--- config.mk ---
export PLATFORM = sky130hd
export DESIGN_NAME = link_device_flat
export DESIGN_NICKNAME = d
export VERILOG_FILES = /design/src/rtl/link_pkg.sv /design/src/rtl/link_if.sv /design/src/rtl/link_device.sv /design/src/flat_wrapper.sv
export VERILOG_INCLUDE_DIRS = /design/src /design/src/rtl
export SDC_FILE = /design/constraint.sdc
export NUM_CORES = 2
export LEC_CHECK = 0
export ABC_AREA = 1
export BUFFER_PORTS_ARGS = -buffer_cell sky130_fd_sc_hd__buf_2
export CORE_ASPECT_RATIO = 1.5
export CORE_MARGIN = 2
export CORE_UTILIZATION = 50
export CTS_BUF_LIST = sky130_fd_sc_hd__clkbuf_16
export DETAILED_ROUTE_END_ITERATION = 8
export PLACE_DENSITY = 0.66
export SLEW_MARGIN = 20
export SYNTH_ARGS = -nofsm -noshare
export SYNTH_HDL_FRONTEND = slang
export SYNTH_SLANG_ARGS = --single-unit
--- constraint.sdc ---
create_clock -name ref_clk -period 2.8 [get_ports ref_clk]
set_input_delay 0.56 -clock ref_clk [delete_from_list [all_inputs] [get_ports ref_clk]]
set_output_delay 0.56 -clock ref_clk [all_outputs]
set_load 0.05 [all_outputs]
--- src/rtl/link_regs.svh ---
// Purpose: Named constants for the serial link port pair.
// Assumes: Both ends run on ref_clk at 40 MHz.
// Notes: Included by link_device, link_host and link_if; guarded against double inclusion.

`ifndef LINK_REGS_SVH
`define LINK_REGS_SVH

// ----------------------------------------------------------------------
// Clock and bit rates
// ----------------------------------------------------------------------
`define LINK_CLK_HZ        40000000
`define LINK_RATE_SLOW     5000000
`define LINK_RATE_STD      10000000
`define LINK_RATE_FAST     20000000
`define LINK_SAMPLE_LEAD   1

// ----------------------------------------------------------------------
// Packet layout
// ----------------------------------------------------------------------
`define LINK_DATA_BITS     8
`define LINK_DATA_FRAME    11
`define LINK_ACK_FRAME     2
`define LINK_DATA_HEAD     2'h3
`define LINK_DATA_STOP     1'h0
`define LINK_ACK_PATTERN   11'h001

// ----------------------------------------------------------------------
// Structure
// ----------------------------------------------------------------------
`define LINK_PORTS         4
`define LINK_FIFO_DEPTH    16

`endif
--- src/rtl/link_pkg.sv ---
// Purpose: Types shared by both link ends.
// Assumes: Nothing beyond the constants header.
// Notes: State codes are one-hot.

package link_pkg;

	// ------------------------------------------------------------------
	// State types
	// ------------------------------------------------------------------
	typedef enum logic [3:0] {
		RX_IDLE = 4'h1,
		RX_FLAG = 4'h2,
		RX_DATA = 4'h4,
		RX_STOP = 4'h8
	} rx_state_t;

	typedef enum logic [1:0] {
		TX_IDLE = 2'h1,
		TX_SEND = 2'h2
	} tx_state_t;

endpackage

--- src/rtl/link_if.sv ---
// Purpose: Serial lines joining the device end and the partner end.
// Assumes: One line in each direction per port.
// Notes: No clocking block; the lines are plain levels.

`timescale 1ns/10ps
`include "link_regs.svh"

interface link_if #(parameter int PORTS = `LINK_PORTS);

	// ------------------------------------------------------------------
	// Lines
	// ------------------------------------------------------------------
	logic [PORTS-1:0] dev_to_host;
	logic [PORTS-1:0] host_to_dev;

	modport device_end (output dev_to_host, input host_to_dev);
	modport host_end (input dev_to_host, output host_to_dev);

endinterface

--- src/rtl/link_device.sv ---
// Purpose: Four-port serial link device with receive FIFO per port.
// Assumes: Partner keeps the same packet and acknowledge discipline.
// Notes: Bit time is 2, 4 or 8 ref_clk cycles.
//
// Functional notes
// Four identical ports, separate in and out.
// Transmit line low when not sending.
// Data packet: high, one, eight bits, low.
// Data bits sent least significant first.
// Acknowledge is high then zero, two bits.
// Each received byte acknowledged on same port.
// Next byte waits for acknowledge received.
// Acknowledge only when buffer can take more.
// Message completion reported after final acknowledge.
// Rate from global and per-port select pins.
// Port 0 own select, ports 1-3 shared.
// Timing independent of partner clock phase.
// Input synchronised, oversampled, centre sampled.
// Acknowledge interleaves between outgoing data packets.

`timescale 1ns/10ps
`include "link_regs.svh"

// ----------------------------------------------------------------------
// Receive FIFO
// ----------------------------------------------------------------------
module link_fifo #(
	parameter int WIDTH = `LINK_DATA_BITS,
	parameter int DEPTH = `LINK_FIFO_DEPTH
) (
	// Clock and reset
	input  logic             ref_clk,
	input  logic             reset,
	// Fill side
	input  logic [WIDTH-1:0] in_data,
	input  logic             in_valid,
	output logic             in_ready,
	// Drain side
	output logic [WIDTH-1:0] out_data,
	output logic             out_valid,
	input  logic             out_ready
);
	localparam int AW = (DEPTH > 1) ? $clog2(DEPTH) : 1;

	logic [WIDTH-1:0] mem_reg [DEPTH];
	logic [WIDTH-1:0] mem_next [DEPTH];
	logic [AW-1:0]    wr_reg, wr_next, rd_reg, rd_next;
	logic [AW:0]      count_reg, count_next;
	logic             full_reg, full_next, valid_reg, valid_next;
	logic [WIDTH-1:0] data_reg, data_next;
	logic             push, pop;

	always_comb
	begin
		push = in_valid && !full_reg;
		pop = valid_reg && out_ready;
		mem_next = mem_reg;
		wr_next = wr_reg;
		rd_next = rd_reg;
		count_next = count_reg;
		if (push)
		begin
			mem_next[wr_reg] = in_data;
			wr_next = (wr_reg == AW'(DEPTH - 1)) ? '0 : wr_reg + 1'b1;
		end
		if (pop)
			rd_next = (rd_reg == AW'(DEPTH - 1)) ? '0 : rd_reg + 1'b1;
		if (push && !pop)
			count_next = count_reg + 1'b1;
		else if (pop && !push)
			count_next = count_reg - 1'b1;
		full_next = (count_next == (AW + 1)'(DEPTH));
		valid_next = (count_next != '0);
		data_next = mem_next[rd_next];
	end

	always_ff @(posedge ref_clk)
	begin
		mem_reg <= mem_next;
		data_reg <= data_next;
		if (reset)
		begin
			wr_reg <= '0;
			rd_reg <= '0;
			count_reg <= '0;
			full_reg <= 1'b0;
			valid_reg <= 1'b0;
		end
		else
		begin
			wr_reg <= wr_next;
			rd_reg <= rd_next;
			count_reg <= count_next;
			full_reg <= full_next;
			valid_reg <= valid_next;
		end
	end

	assign in_ready = !full_reg;
	assign out_valid = valid_reg;
	assign out_data = data_reg;

endmodule // link_fifo

// ----------------------------------------------------------------------
// One link port engine
// ----------------------------------------------------------------------
module link_engine #(
	parameter int DEPTH = `LINK_FIFO_DEPTH
) (
	// Clock and reset
	input  logic       ref_clk,
	input  logic       reset,
	// Bit timing
	input  logic [3:0] bit_cycles,
	// Serial lines
	input  logic       serial_rx_line,
	output logic       serial_tx_line,
	// Transmit side
	input  logic [7:0] tx_data,
	input  logic       tx_valid,
	input  logic       tx_last,
	output logic       tx_ready,
	output logic       tx_done,
	// Receive side
	output logic [7:0] rx_data,
	output logic       rx_valid,
	input  logic       rx_ready
);
	// ------------------------------------------------------------------
	// Receiver
	// ------------------------------------------------------------------
	link_pkg::rx_state_t rx_state_reg, rx_state_next;
	logic       s1_reg, s2_reg, s3_reg, filt_reg, filt_next, prev_reg;
	logic [3:0] rx_timer_reg, rx_timer_next;
	logic [2:0] rx_cnt_reg, rx_cnt_next;
	logic [7:0] rx_byte_reg, rx_byte_next;
	logic       push_reg, push_next, ack_seen_reg, ack_seen_next;
	logic       fifo_room;

	always_comb
	begin
		filt_next = (s2_reg == s3_reg) ? s2_reg : filt_reg;
		rx_state_next = rx_state_reg;
		rx_timer_next = (rx_timer_reg != 4'h0) ? rx_timer_reg - 4'h1 : rx_timer_reg;
		rx_cnt_next = rx_cnt_reg;
		rx_byte_next = rx_byte_reg;
		push_next = 1'b0;
		ack_seen_next = 1'b0;
		unique case (rx_state_reg)
			link_pkg::RX_IDLE:
				if (filt_reg && !prev_reg)
				begin
					rx_state_next = link_pkg::RX_FLAG;
					rx_timer_next = bit_cycles + (bit_cycles >> 1) - 4'(`LINK_SAMPLE_LEAD);
				end
			link_pkg::RX_FLAG:
				if (rx_timer_reg == 4'h0)
				begin
					rx_timer_next = bit_cycles - 4'h1;
					if (filt_reg)
					begin
						rx_state_next = link_pkg::RX_DATA;
						rx_cnt_next = 3'h0;
					end
					else
					begin
						rx_state_next = link_pkg::RX_IDLE;
						ack_seen_next = 1'b1;
					end
				end
			link_pkg::RX_DATA:
				if (rx_timer_reg == 4'h0)
				begin
					rx_byte_next = {filt_reg, rx_byte_reg[7:1]};
					rx_cnt_next = rx_cnt_reg + 3'h1;
					rx_timer_next = bit_cycles - 4'h1;
					if (rx_cnt_reg == 3'(`LINK_DATA_BITS - 1))
						rx_state_next = link_pkg::RX_STOP;
				end
			link_pkg::RX_STOP:
				if (rx_timer_reg == 4'h0)
				begin
					rx_state_next = link_pkg::RX_IDLE;
					push_next = 1'b1;
				end
			default:
				rx_state_next = link_pkg::RX_IDLE;
		endcase
	end

	always_ff @(posedge ref_clk)
	begin
		if (reset)
		begin
			s1_reg <= 1'b0;
			s2_reg <= 1'b0;
			s3_reg <= 1'b0;
			filt_reg <= 1'b0;
			prev_reg <= 1'b0;
			rx_state_reg <= link_pkg::RX_IDLE;
			rx_timer_reg <= 4'h0;
			rx_cnt_reg <= 3'h0;
			rx_byte_reg <= 8'h00;
			push_reg <= 1'b0;
			ack_seen_reg <= 1'b0;
		end
		else
		begin
			s1_reg <= serial_rx_line;
			s2_reg <= s1_reg;
			s3_reg <= s2_reg;
			filt_reg <= filt_next;
			prev_reg <= filt_reg;
			rx_state_reg <= rx_state_next;
			rx_timer_reg <= rx_timer_next;
			rx_cnt_reg <= rx_cnt_next;
			rx_byte_reg <= rx_byte_next;
			push_reg <= push_next;
			ack_seen_reg <= ack_seen_next;
		end
	end

	link_fifo #(
		.WIDTH (`LINK_DATA_BITS),
		.DEPTH (DEPTH)
	) rx_fifo (
		.ref_clk   (ref_clk),
		.reset     (reset),
		.in_data   (rx_byte_reg),
		.in_valid  (push_reg),
		.in_ready  (fifo_room),
		.out_data  (rx_data),
		.out_valid (rx_valid),
		.out_ready (rx_ready)
	);

	// ------------------------------------------------------------------
	// Transmitter
	// ------------------------------------------------------------------
	link_pkg::tx_state_t tx_state_reg, tx_state_next;
	logic [10:0] shift_reg, shift_next;
	logic [3:0]  left_reg, left_next, tx_timer_reg, tx_timer_next;
	logic [7:0]  hold_reg, hold_next;
	logic        hold_full_reg, hold_full_next, hold_last_reg, hold_last_next;
	logic        line_reg, line_next, ready_reg, ready_next, done_reg, done_next;
	logic        wait_reg, wait_next, last_sent_reg, last_sent_next;
	logic        ack_pend_reg, ack_pend_next, ack_go, data_go;

	always_comb
	begin
		ack_go = (tx_state_reg == link_pkg::TX_IDLE) && ack_pend_reg && fifo_room;
		data_go = (tx_state_reg == link_pkg::TX_IDLE) && !ack_go && hold_full_reg && !wait_reg;
		ack_pend_next = push_reg || (ack_pend_reg && !ack_go);
		wait_next = data_go ? 1'b1 : (ack_seen_reg ? 1'b0 : wait_reg);
		done_next = ack_seen_reg && wait_reg && last_sent_reg;
		hold_next = hold_reg;
		hold_last_next = hold_last_reg;
		hold_full_next = hold_full_reg && !data_go;
		if (tx_valid && ready_reg)
		begin
			hold_next = tx_data;
			hold_last_next = tx_last;
			hold_full_next = 1'b1;
		end
		ready_next = !hold_full_next;
		last_sent_next = data_go ? hold_last_reg : last_sent_reg;
		tx_state_next = tx_state_reg;
		shift_next = shift_reg;
		left_next = left_reg;
		tx_timer_next = (tx_timer_reg != 4'h0) ? tx_timer_reg - 4'h1 : tx_timer_reg;
		unique case (tx_state_reg)
			link_pkg::TX_IDLE:
			begin
				if (ack_go)
				begin
					shift_next = `LINK_ACK_PATTERN;
					left_next = 4'(`LINK_ACK_FRAME);
				end
				else if (data_go)
				begin
					shift_next = {`LINK_DATA_STOP, hold_reg, `LINK_DATA_HEAD};
					left_next = 4'(`LINK_DATA_FRAME);
				end
				if (ack_go || data_go)
				begin
					tx_state_next = link_pkg::TX_SEND;
					tx_timer_next = bit_cycles - 4'h1;
				end
			end
			link_pkg::TX_SEND:
				if (tx_timer_reg == 4'h0)
				begin
					if (left_reg == 4'h1)
						tx_state_next = link_pkg::TX_IDLE;
					else
					begin
						shift_next = shift_reg >> 1;
						left_next = left_reg - 4'h1;
						tx_timer_next = bit_cycles - 4'h1;
					end
				end
			default:
				tx_state_next = link_pkg::TX_IDLE;
		endcase
		line_next = (tx_state_next == link_pkg::TX_SEND) ? shift_next[0] : 1'b0;
	end

	always_ff @(posedge ref_clk)
	begin
		if (reset)
		begin
			tx_state_reg <= link_pkg::TX_IDLE;
			shift_reg <= 11'h000;
			left_reg <= 4'h0;
			tx_timer_reg <= 4'h0;
			hold_reg <= 8'h00;
			hold_full_reg <= 1'b0;
			hold_last_reg <= 1'b0;
			line_reg <= 1'b0;
			ready_reg <= 1'b0;
			done_reg <= 1'b0;
			wait_reg <= 1'b0;
			last_sent_reg <= 1'b0;
			ack_pend_reg <= 1'b0;
		end
		else
		begin
			tx_state_reg <= tx_state_next;
			shift_reg <= shift_next;
			left_reg <= left_next;
			tx_timer_reg <= tx_timer_next;
			hold_reg <= hold_next;
			hold_full_reg <= hold_full_next;
			hold_last_reg <= hold_last_next;
			line_reg <= line_next;
			ready_reg <= ready_next;
			done_reg <= done_next;
			wait_reg <= wait_next;
			last_sent_reg <= last_sent_next;
			ack_pend_reg <= ack_pend_next;
		end
	end

	assign serial_tx_line = line_reg;
	assign tx_ready = ready_reg;
	assign tx_done = done_reg;

endmodule // link_engine

// ----------------------------------------------------------------------
// Device top
// ----------------------------------------------------------------------
module link_device #(
	parameter int PORTS = `LINK_PORTS,
	parameter int DEPTH = `LINK_FIFO_DEPTH
) (
	// Clock and reset
	input  logic                  ref_clk,
	input  logic                  reset,
	// Rate select pins
	input  logic                  global_rate_select,
	input  logic                  port0_rate_select,
	input  logic                  ports123_rate_select,
	// Serial lines
	link_if.device_end            lnk,
	// Transmit side
	input  logic [PORTS-1:0][7:0] tx_data,
	input  logic [PORTS-1:0]      tx_valid,
	input  logic [PORTS-1:0]      tx_last,
	output logic [PORTS-1:0]      tx_ready,
	output logic [PORTS-1:0]      tx_done,
	// Receive side
	output logic [PORTS-1:0][7:0] rx_data,
	output logic [PORTS-1:0]      rx_valid,
	input  logic [PORTS-1:0]      rx_ready
);
	logic [2:0]            p1_reg, p2_reg, p3_reg, sel_reg, sel_next;
	logic [PORTS-1:0][3:0] cyc_reg, cyc_next;

	assign sel_next = (p2_reg & ~(p2_reg ^ p3_reg)) | (sel_reg & (p2_reg ^ p3_reg));

	genvar p;
	generate
		for (p = 0; p < PORTS; p++)
		begin : g_port
			logic port_sel;
			assign port_sel = (p == 0) ? sel_reg[1] : sel_reg[2];
			assign cyc_next[p] = !port_sel ? 4'(`LINK_CLK_HZ / `LINK_RATE_STD) :
				(sel_reg[0] ? 4'(`LINK_CLK_HZ / `LINK_RATE_FAST) :
				4'(`LINK_CLK_HZ / `LINK_RATE_SLOW));

			link_engine #(.DEPTH (DEPTH)) engine (
				.ref_clk        (ref_clk),
				.reset          (reset),
				.bit_cycles     (cyc_reg[p]),
				.serial_rx_line (lnk.host_to_dev[p]),
				.serial_tx_line (lnk.dev_to_host[p]),
				.tx_data        (tx_data[p]),
				.tx_valid       (tx_valid[p]),
				.tx_last        (tx_last[p]),
				.tx_ready       (tx_ready[p]),
				.tx_done        (tx_done[p]),
				.rx_data        (rx_data[p]),
				.rx_valid       (rx_valid[p]),
				.rx_ready       (rx_ready[p])
			);
		end
	endgenerate

	always_ff @(posedge ref_clk)
	begin
		if (reset)
		begin
			p1_reg <= 3'h0;
			p2_reg <= 3'h0;
			p3_reg <= 3'h0;
			sel_reg <= 3'h0;
			cyc_reg <= '{default: 4'(`LINK_CLK_HZ / `LINK_RATE_STD)};
		end
		else
		begin
			p1_reg <= {ports123_rate_select, port0_rate_select, global_rate_select};
			p2_reg <= p1_reg;
			p3_reg <= p2_reg;
			sel_reg <= sel_next;
			cyc_reg <= cyc_next;
		end
	end

endmodule // link_device

--- src/flat_wrapper.sv ---
// flat-port wrapper written by rule: the top's interface ports become plain ports
module link_device_flat 
#(
	parameter int PORTS = `LINK_PORTS,
	parameter int DEPTH = `LINK_FIFO_DEPTH
)
  (ref_clk, reset, global_rate_select, port0_rate_select, ports123_rate_select, tx_data, tx_valid, tx_last, tx_ready, tx_done, rx_data, rx_valid, rx_ready, lnk_dev_to_host, lnk_host_to_dev);
  link_if #(.PORTS(PORTS)) lnk_i ();
  input  logic ref_clk;
  input  logic reset;
  input  logic global_rate_select;
  input  logic port0_rate_select;
  input  logic ports123_rate_select;
  input  logic [PORTS-1:0][7:0] tx_data;
  input  logic [PORTS-1:0] tx_valid;
  input  logic [PORTS-1:0] tx_last;
  output logic [PORTS-1:0] tx_ready;
  output logic [PORTS-1:0] tx_done;
  output logic [PORTS-1:0][7:0] rx_data;
  output logic [PORTS-1:0] rx_valid;
  input  logic [PORTS-1:0] rx_ready;
  output wire logic [$bits(lnk_i.dev_to_host)-1:0] lnk_dev_to_host;
  input wire logic [$bits(lnk_i.host_to_dev)-1:0] lnk_host_to_dev;
  assign lnk_dev_to_host = lnk_i.dev_to_host;
  assign lnk_i.host_to_dev = lnk_host_to_dev;
  link_device #(.PORTS(PORTS), .DEPTH(DEPTH)) u_core (.ref_clk(ref_clk), .reset(reset), .global_rate_select(global_rate_select), .port0_rate_select(port0_rate_select), .ports123_rate_select(ports123_rate_select), .lnk(lnk_i), .tx_data(tx_data), .tx_valid(tx_valid), .tx_last(tx_last), .tx_ready(tx_ready), .tx_done(tx_done), .rx_data(rx_data), .rx_valid(rx_valid), .rx_ready(rx_ready));
endmodule
==> out/summary.txt <==
OUTCOME
----------------------------------------------------------------------------------
Run status                                                            finished, final reports clean

FLOORPLANNING
----------------------------------------------------------------------------------
Floorplan Core Area                                                     0.0751 mm2
Cell Rows                                                                      123
Area of the die                                                         0.0784 mm2
Floorplan die width                                                         229 um
Vertical die dimension                                                      342 um
Initial Util                                                                 0.507
Top-level I/O count                                                            101

GLOBAL ROUTING
----------------------------------------------------------------------------------
Global-route wire length before repair                                      169 mm
Maximum number of pins on one net before global-route repair                    66
Global-route total usage across every layer                                  0.263
Aggregate global routing overflow                                                0
Initial antenna violation count                                                  1
Number of global-route vias before repair                                    32900

STA
----------------------------------------------------------------------------------
Number of pins exceeding their max-slew limit in the final report                0
Final setup violation count                                                      0
Post-route clock period utilization                                          0.872
Worst-case setup margin in the final layout                               0.360 ns
Final setup skew                                                         0.0173 ns
Count of endpoints failing hold in the final timing report                       0
Unrepaired setup endpoints after global routing                              false
Worst slew slack as a fraction of its limit                                  0.385
Time the worst path needs with I/O delays and setup                        2.44 ns
Fin Setup TNS                                                                 0 ns
Achievable clock frequency                                                 410 MHz
Slew at the pin closest to its max-slew limit                             0.921 ns

CELLS AND AREA
----------------------------------------------------------------------------------
Fillers                                                                       7484
Antenna Diode Count                                                              0
Flip-flop count of the largest register, all copies and words added            512
Final-stage net count                                                         5669
Post-route design area                                                  0.0424 mm2
Area overhead of the layout relative to synthesis                            11.6%
Proportion of layout cells with a drive suffix above 1                      0.0684

YOSYS
----------------------------------------------------------------------------------
Net Count, Synth                                                              5612
Warnings, synthesis                                                              0
Top cell type by total area after synthesis                                dfxtp_1
Count of flip-flops with a built-in enable after synthesis                       0
Flop and latch count out of synthesis                                          870
Number of unique standard cell types used by synthesis                          43
Sequential share of the synthesized area                                     0.458
Synth top area cells                                                  dfxtp_1 (46%), nand2_1 (18%), nand3_1 (15%)
Post-Synthesis Cell Area                                                0.0380 mm2
Synthesized netlist cell count                                                5490
Average instance area after synthesis                                     6.93 um2
Area fraction of the dominant cell type after synthesis                      0.458
Async set-reset flop share out of synthesis                                      0
Main synth FF type                                                         dfxtp_1

SETUP PATH
----------------------------------------------------------------------------------
Critical Path Fanout Max                                                        16
R2r startpoint                                                        u_core.g_port[1].engine.tx_state_reg[1]
Worst setup path class                                                  reg -> reg
Type of element launching the critical path                              flip-flop
Critical R2R Capture                                                  u_core.g_port[1].engine.shift_reg[6]
Endpoint type of the worst setup path                                    flip-flop
Data required time of the critical path                                    3.32 ns
Reg2reg setup slack                                                        0.36 ns
Data arrival time of the critical path                                     2.96 ns
Depth of the most critical reg-to-reg path                                      11

ROUTING
----------------------------------------------------------------------------------
Detail-routed net length per standard cell                                 15.9 um
Number of DRC violations after detailed routing                                  0
Via density per instance                                                      5.38
Total routed wirelength                                                     105 mm
Residual antenna-violating net count after detailed routing                      0
First-pass iteration count of the detailed router                                6
Iteration-0 DRC count of the detailed router                                  2456
Overall via count from detail_route                                          35600

POWER AND IR DROP
----------------------------------------------------------------------------------
IR Drop Worst-Case VDD                                                    0.845 mV
Total leakage power                                                        20.6 nW
PwrDens                                                                 857 mW/mm2

WORST HOLD PATH
----------------------------------------------------------------------------------
Worst Hold Path EP                                                    u_core.p1_reg[1]
Start point of the worst min-delay path                               port0_rate_select
Worst Hold Class                                                         in -> reg
Cell depth of the worst hold path                                                3

CLOCK NETWORK
----------------------------------------------------------------------------------
CTS sink count                                                                 870
Total of hold buffers inserted after clock tree synthesis                        0
Root Driver                                                              clkbuf_16
TritonCTS buffer count                                                          85
Clock H-tree levels                                                              3
Insertion delay of the later-clocked pin in the worst-skew pair            0.64 ns
Worst-path clk slew                                                        0.07 ns
TritonCTS clock tree                                                         built
Clk buf depth                                                                    3

PLACEMENT
----------------------------------------------------------------------------------
Placed cell areas                                                       0.0398 mm2
Placer congestion estimate                                                   0.936
Minimum setup slack after placement                                       0.227 ns
Placed wire-length estimate                                                72.7 mm
Quantity of I/O buffers inserted on ports                                      100

RUN
----------------------------------------------------------------------------------
Max-cap check violation count                                                    0

-- power by group --
group          leakage (nW)  switching (mW)  total, mW  internal [mW]
registers              7.05           0.681       14.0           13.3
logic                  12.2            7.55       11.2           3.65
clock network          1.37            4.87       11.1           6.27
-- worst max-delay path, stage by stage (launching register included) --
cell     delay, ns
dfxtp_1       0.33
inv_1         0.06
ha_1          0.32
nand3_2       0.22
nand3_1       0.25
nand2_1       0.12
inv_1         0.11
nand2_1       0.13
nand2_2       0.28
inv_1         0.22
o21ai_0       0.20
nor2_1        0.06
-- cells in the final DEF (no fill, tap or decap), types with 6 or more instances in the layout --
cell and count:
a21oi_1 139, a31oi_1 16, and2_1 8, buf_12 11, buf_2 99, buf_4 92, bufinv_16 6, clkbuf_16 89
clkinv_1 40, clkinv_2 15, dfxtp_1 870, ha_1 69, inv_1 321, nand2_1 1859, nand2_2 6, nand3_1 1127
nand4_1 48, nor2_1 414, nor2_2 25, nor3_1 25, nor4_1 6, o211ai_1 19, o21ai_0 216, o21ai_2 6
o22ai_1 6, or2_2 14, xor2_1 23
-- metal layers --
layer	share of wire	up-vias	global-route usage	wire length [um]
met3	0.042	291	0.0296	4450
li1	-	18100	-	-
met1	0.40	16300	0.297	42200
met4	0.049	0	0.137	5140
met5	0	-	0	0
met2	0.51	883	0.484	53300
-- Yosys cell counts, types with 2 or more instances --
cell,instances
nand3b_1,2
o211ai_1,19
or2_2,14
clkinv_1,13
o21ai_2,6
o22ai_1,6
nor3_1,25
a21oi_2,2
xor2_1,23
a31oi_1,16
nor4_1,6
and2_1,8
nand4_1,48
buf_1,29
dfxtp_1,870
nand2_1,1863
o21ai_0,216
a211oi_1,4
nor2_2,25
clkbuf_1,153
buf_4,20
buf_2,31
xnor2_1,4
nand3_1,1128
a21oi_1,143
ha_1,69
o21a_1,4
inv_1,306
nor2_1,414
nor3b_1,2
o21ai_1,2
nand3_2,3
nand2_2,2
inv_2,5
-- through the flow --
stage / utilization / instances / total power, mW / hold slack, ns
after floorplan: - / 5490 / 22.3 / 0.388
after global placement: 0.530 / 6460 / 25.3 / 0.392
after detailed placement: 0.530 / 6460 / 25.4 / 0.393
after CTS: 0.565 / 6614 / 36.6 / 0.110
after global routing: 0.565 / 6614 / 38.5 / 0.143
final: 0.565 / 6614 / 36.4 / 0.145
-- area by class of cell --
cell class              count  area (um2)  share of cell area
well taps                1000        1250              0.0295
clock buffers              89        2230              0.0525
inverters                 324        1220              0.0287
repair buffers            203        1420              0.0334
multi-input cells        4063       18500               0.436
clock inverters            65         425              0.0100
flip-flops and latches    870       17400               0.410
-- cell families after synthesis --
group | after synthesis | share of synthesized area
AO/OA/AOI/OAI | 424 | 0.0596
buffers and inverters | 557 | 0.0579
AND/OR/NAND/NOR | 3542 | 0.395
adder cells (fa/ha/maj) | 69 | 0.0227
XOR/XNOR | 28 | 0.00664
flip-flops | 870 | 0.458
-- worst max path at each step --
stage	startpoint	endpoint	slack, ns	cells past startpoint
after floorplan	rx_ready[1]	u_core.g_port[1].engine.rx_fifo.out_data[5]	0.93	10
after global placement	u_core.g_port[1].engine.tx_state_reg[0]	u_core.g_port[1].engine.shift_reg[9]	0.22	10
after detailed placement	u_core.g_port[1].engine.tx_state_reg[1]	u_core.g_port[1].engine.shift_reg[6]	0.23	11
after CTS	u_core.g_port[1].engine.tx_state_reg[1]	u_core.g_port[1].engine.shift_reg[6]	0.21	11
after global routing	u_core.g_port[1].engine.tx_state_reg[1]	u_core.g_port[1].engine.shift_reg[9]	0.1	11
final	u_core.g_port[1].engine.tx_state_reg[1]	u_core.g_port[1].engine.shift_reg[6]	0.36	11
-- what timing repair did --
item                                    CTS  global route
endpoints found under the setup margin    0             1
resized for setup                         0             1
buffers inserted                          0             0
Power figures use the tool's default switching activity.
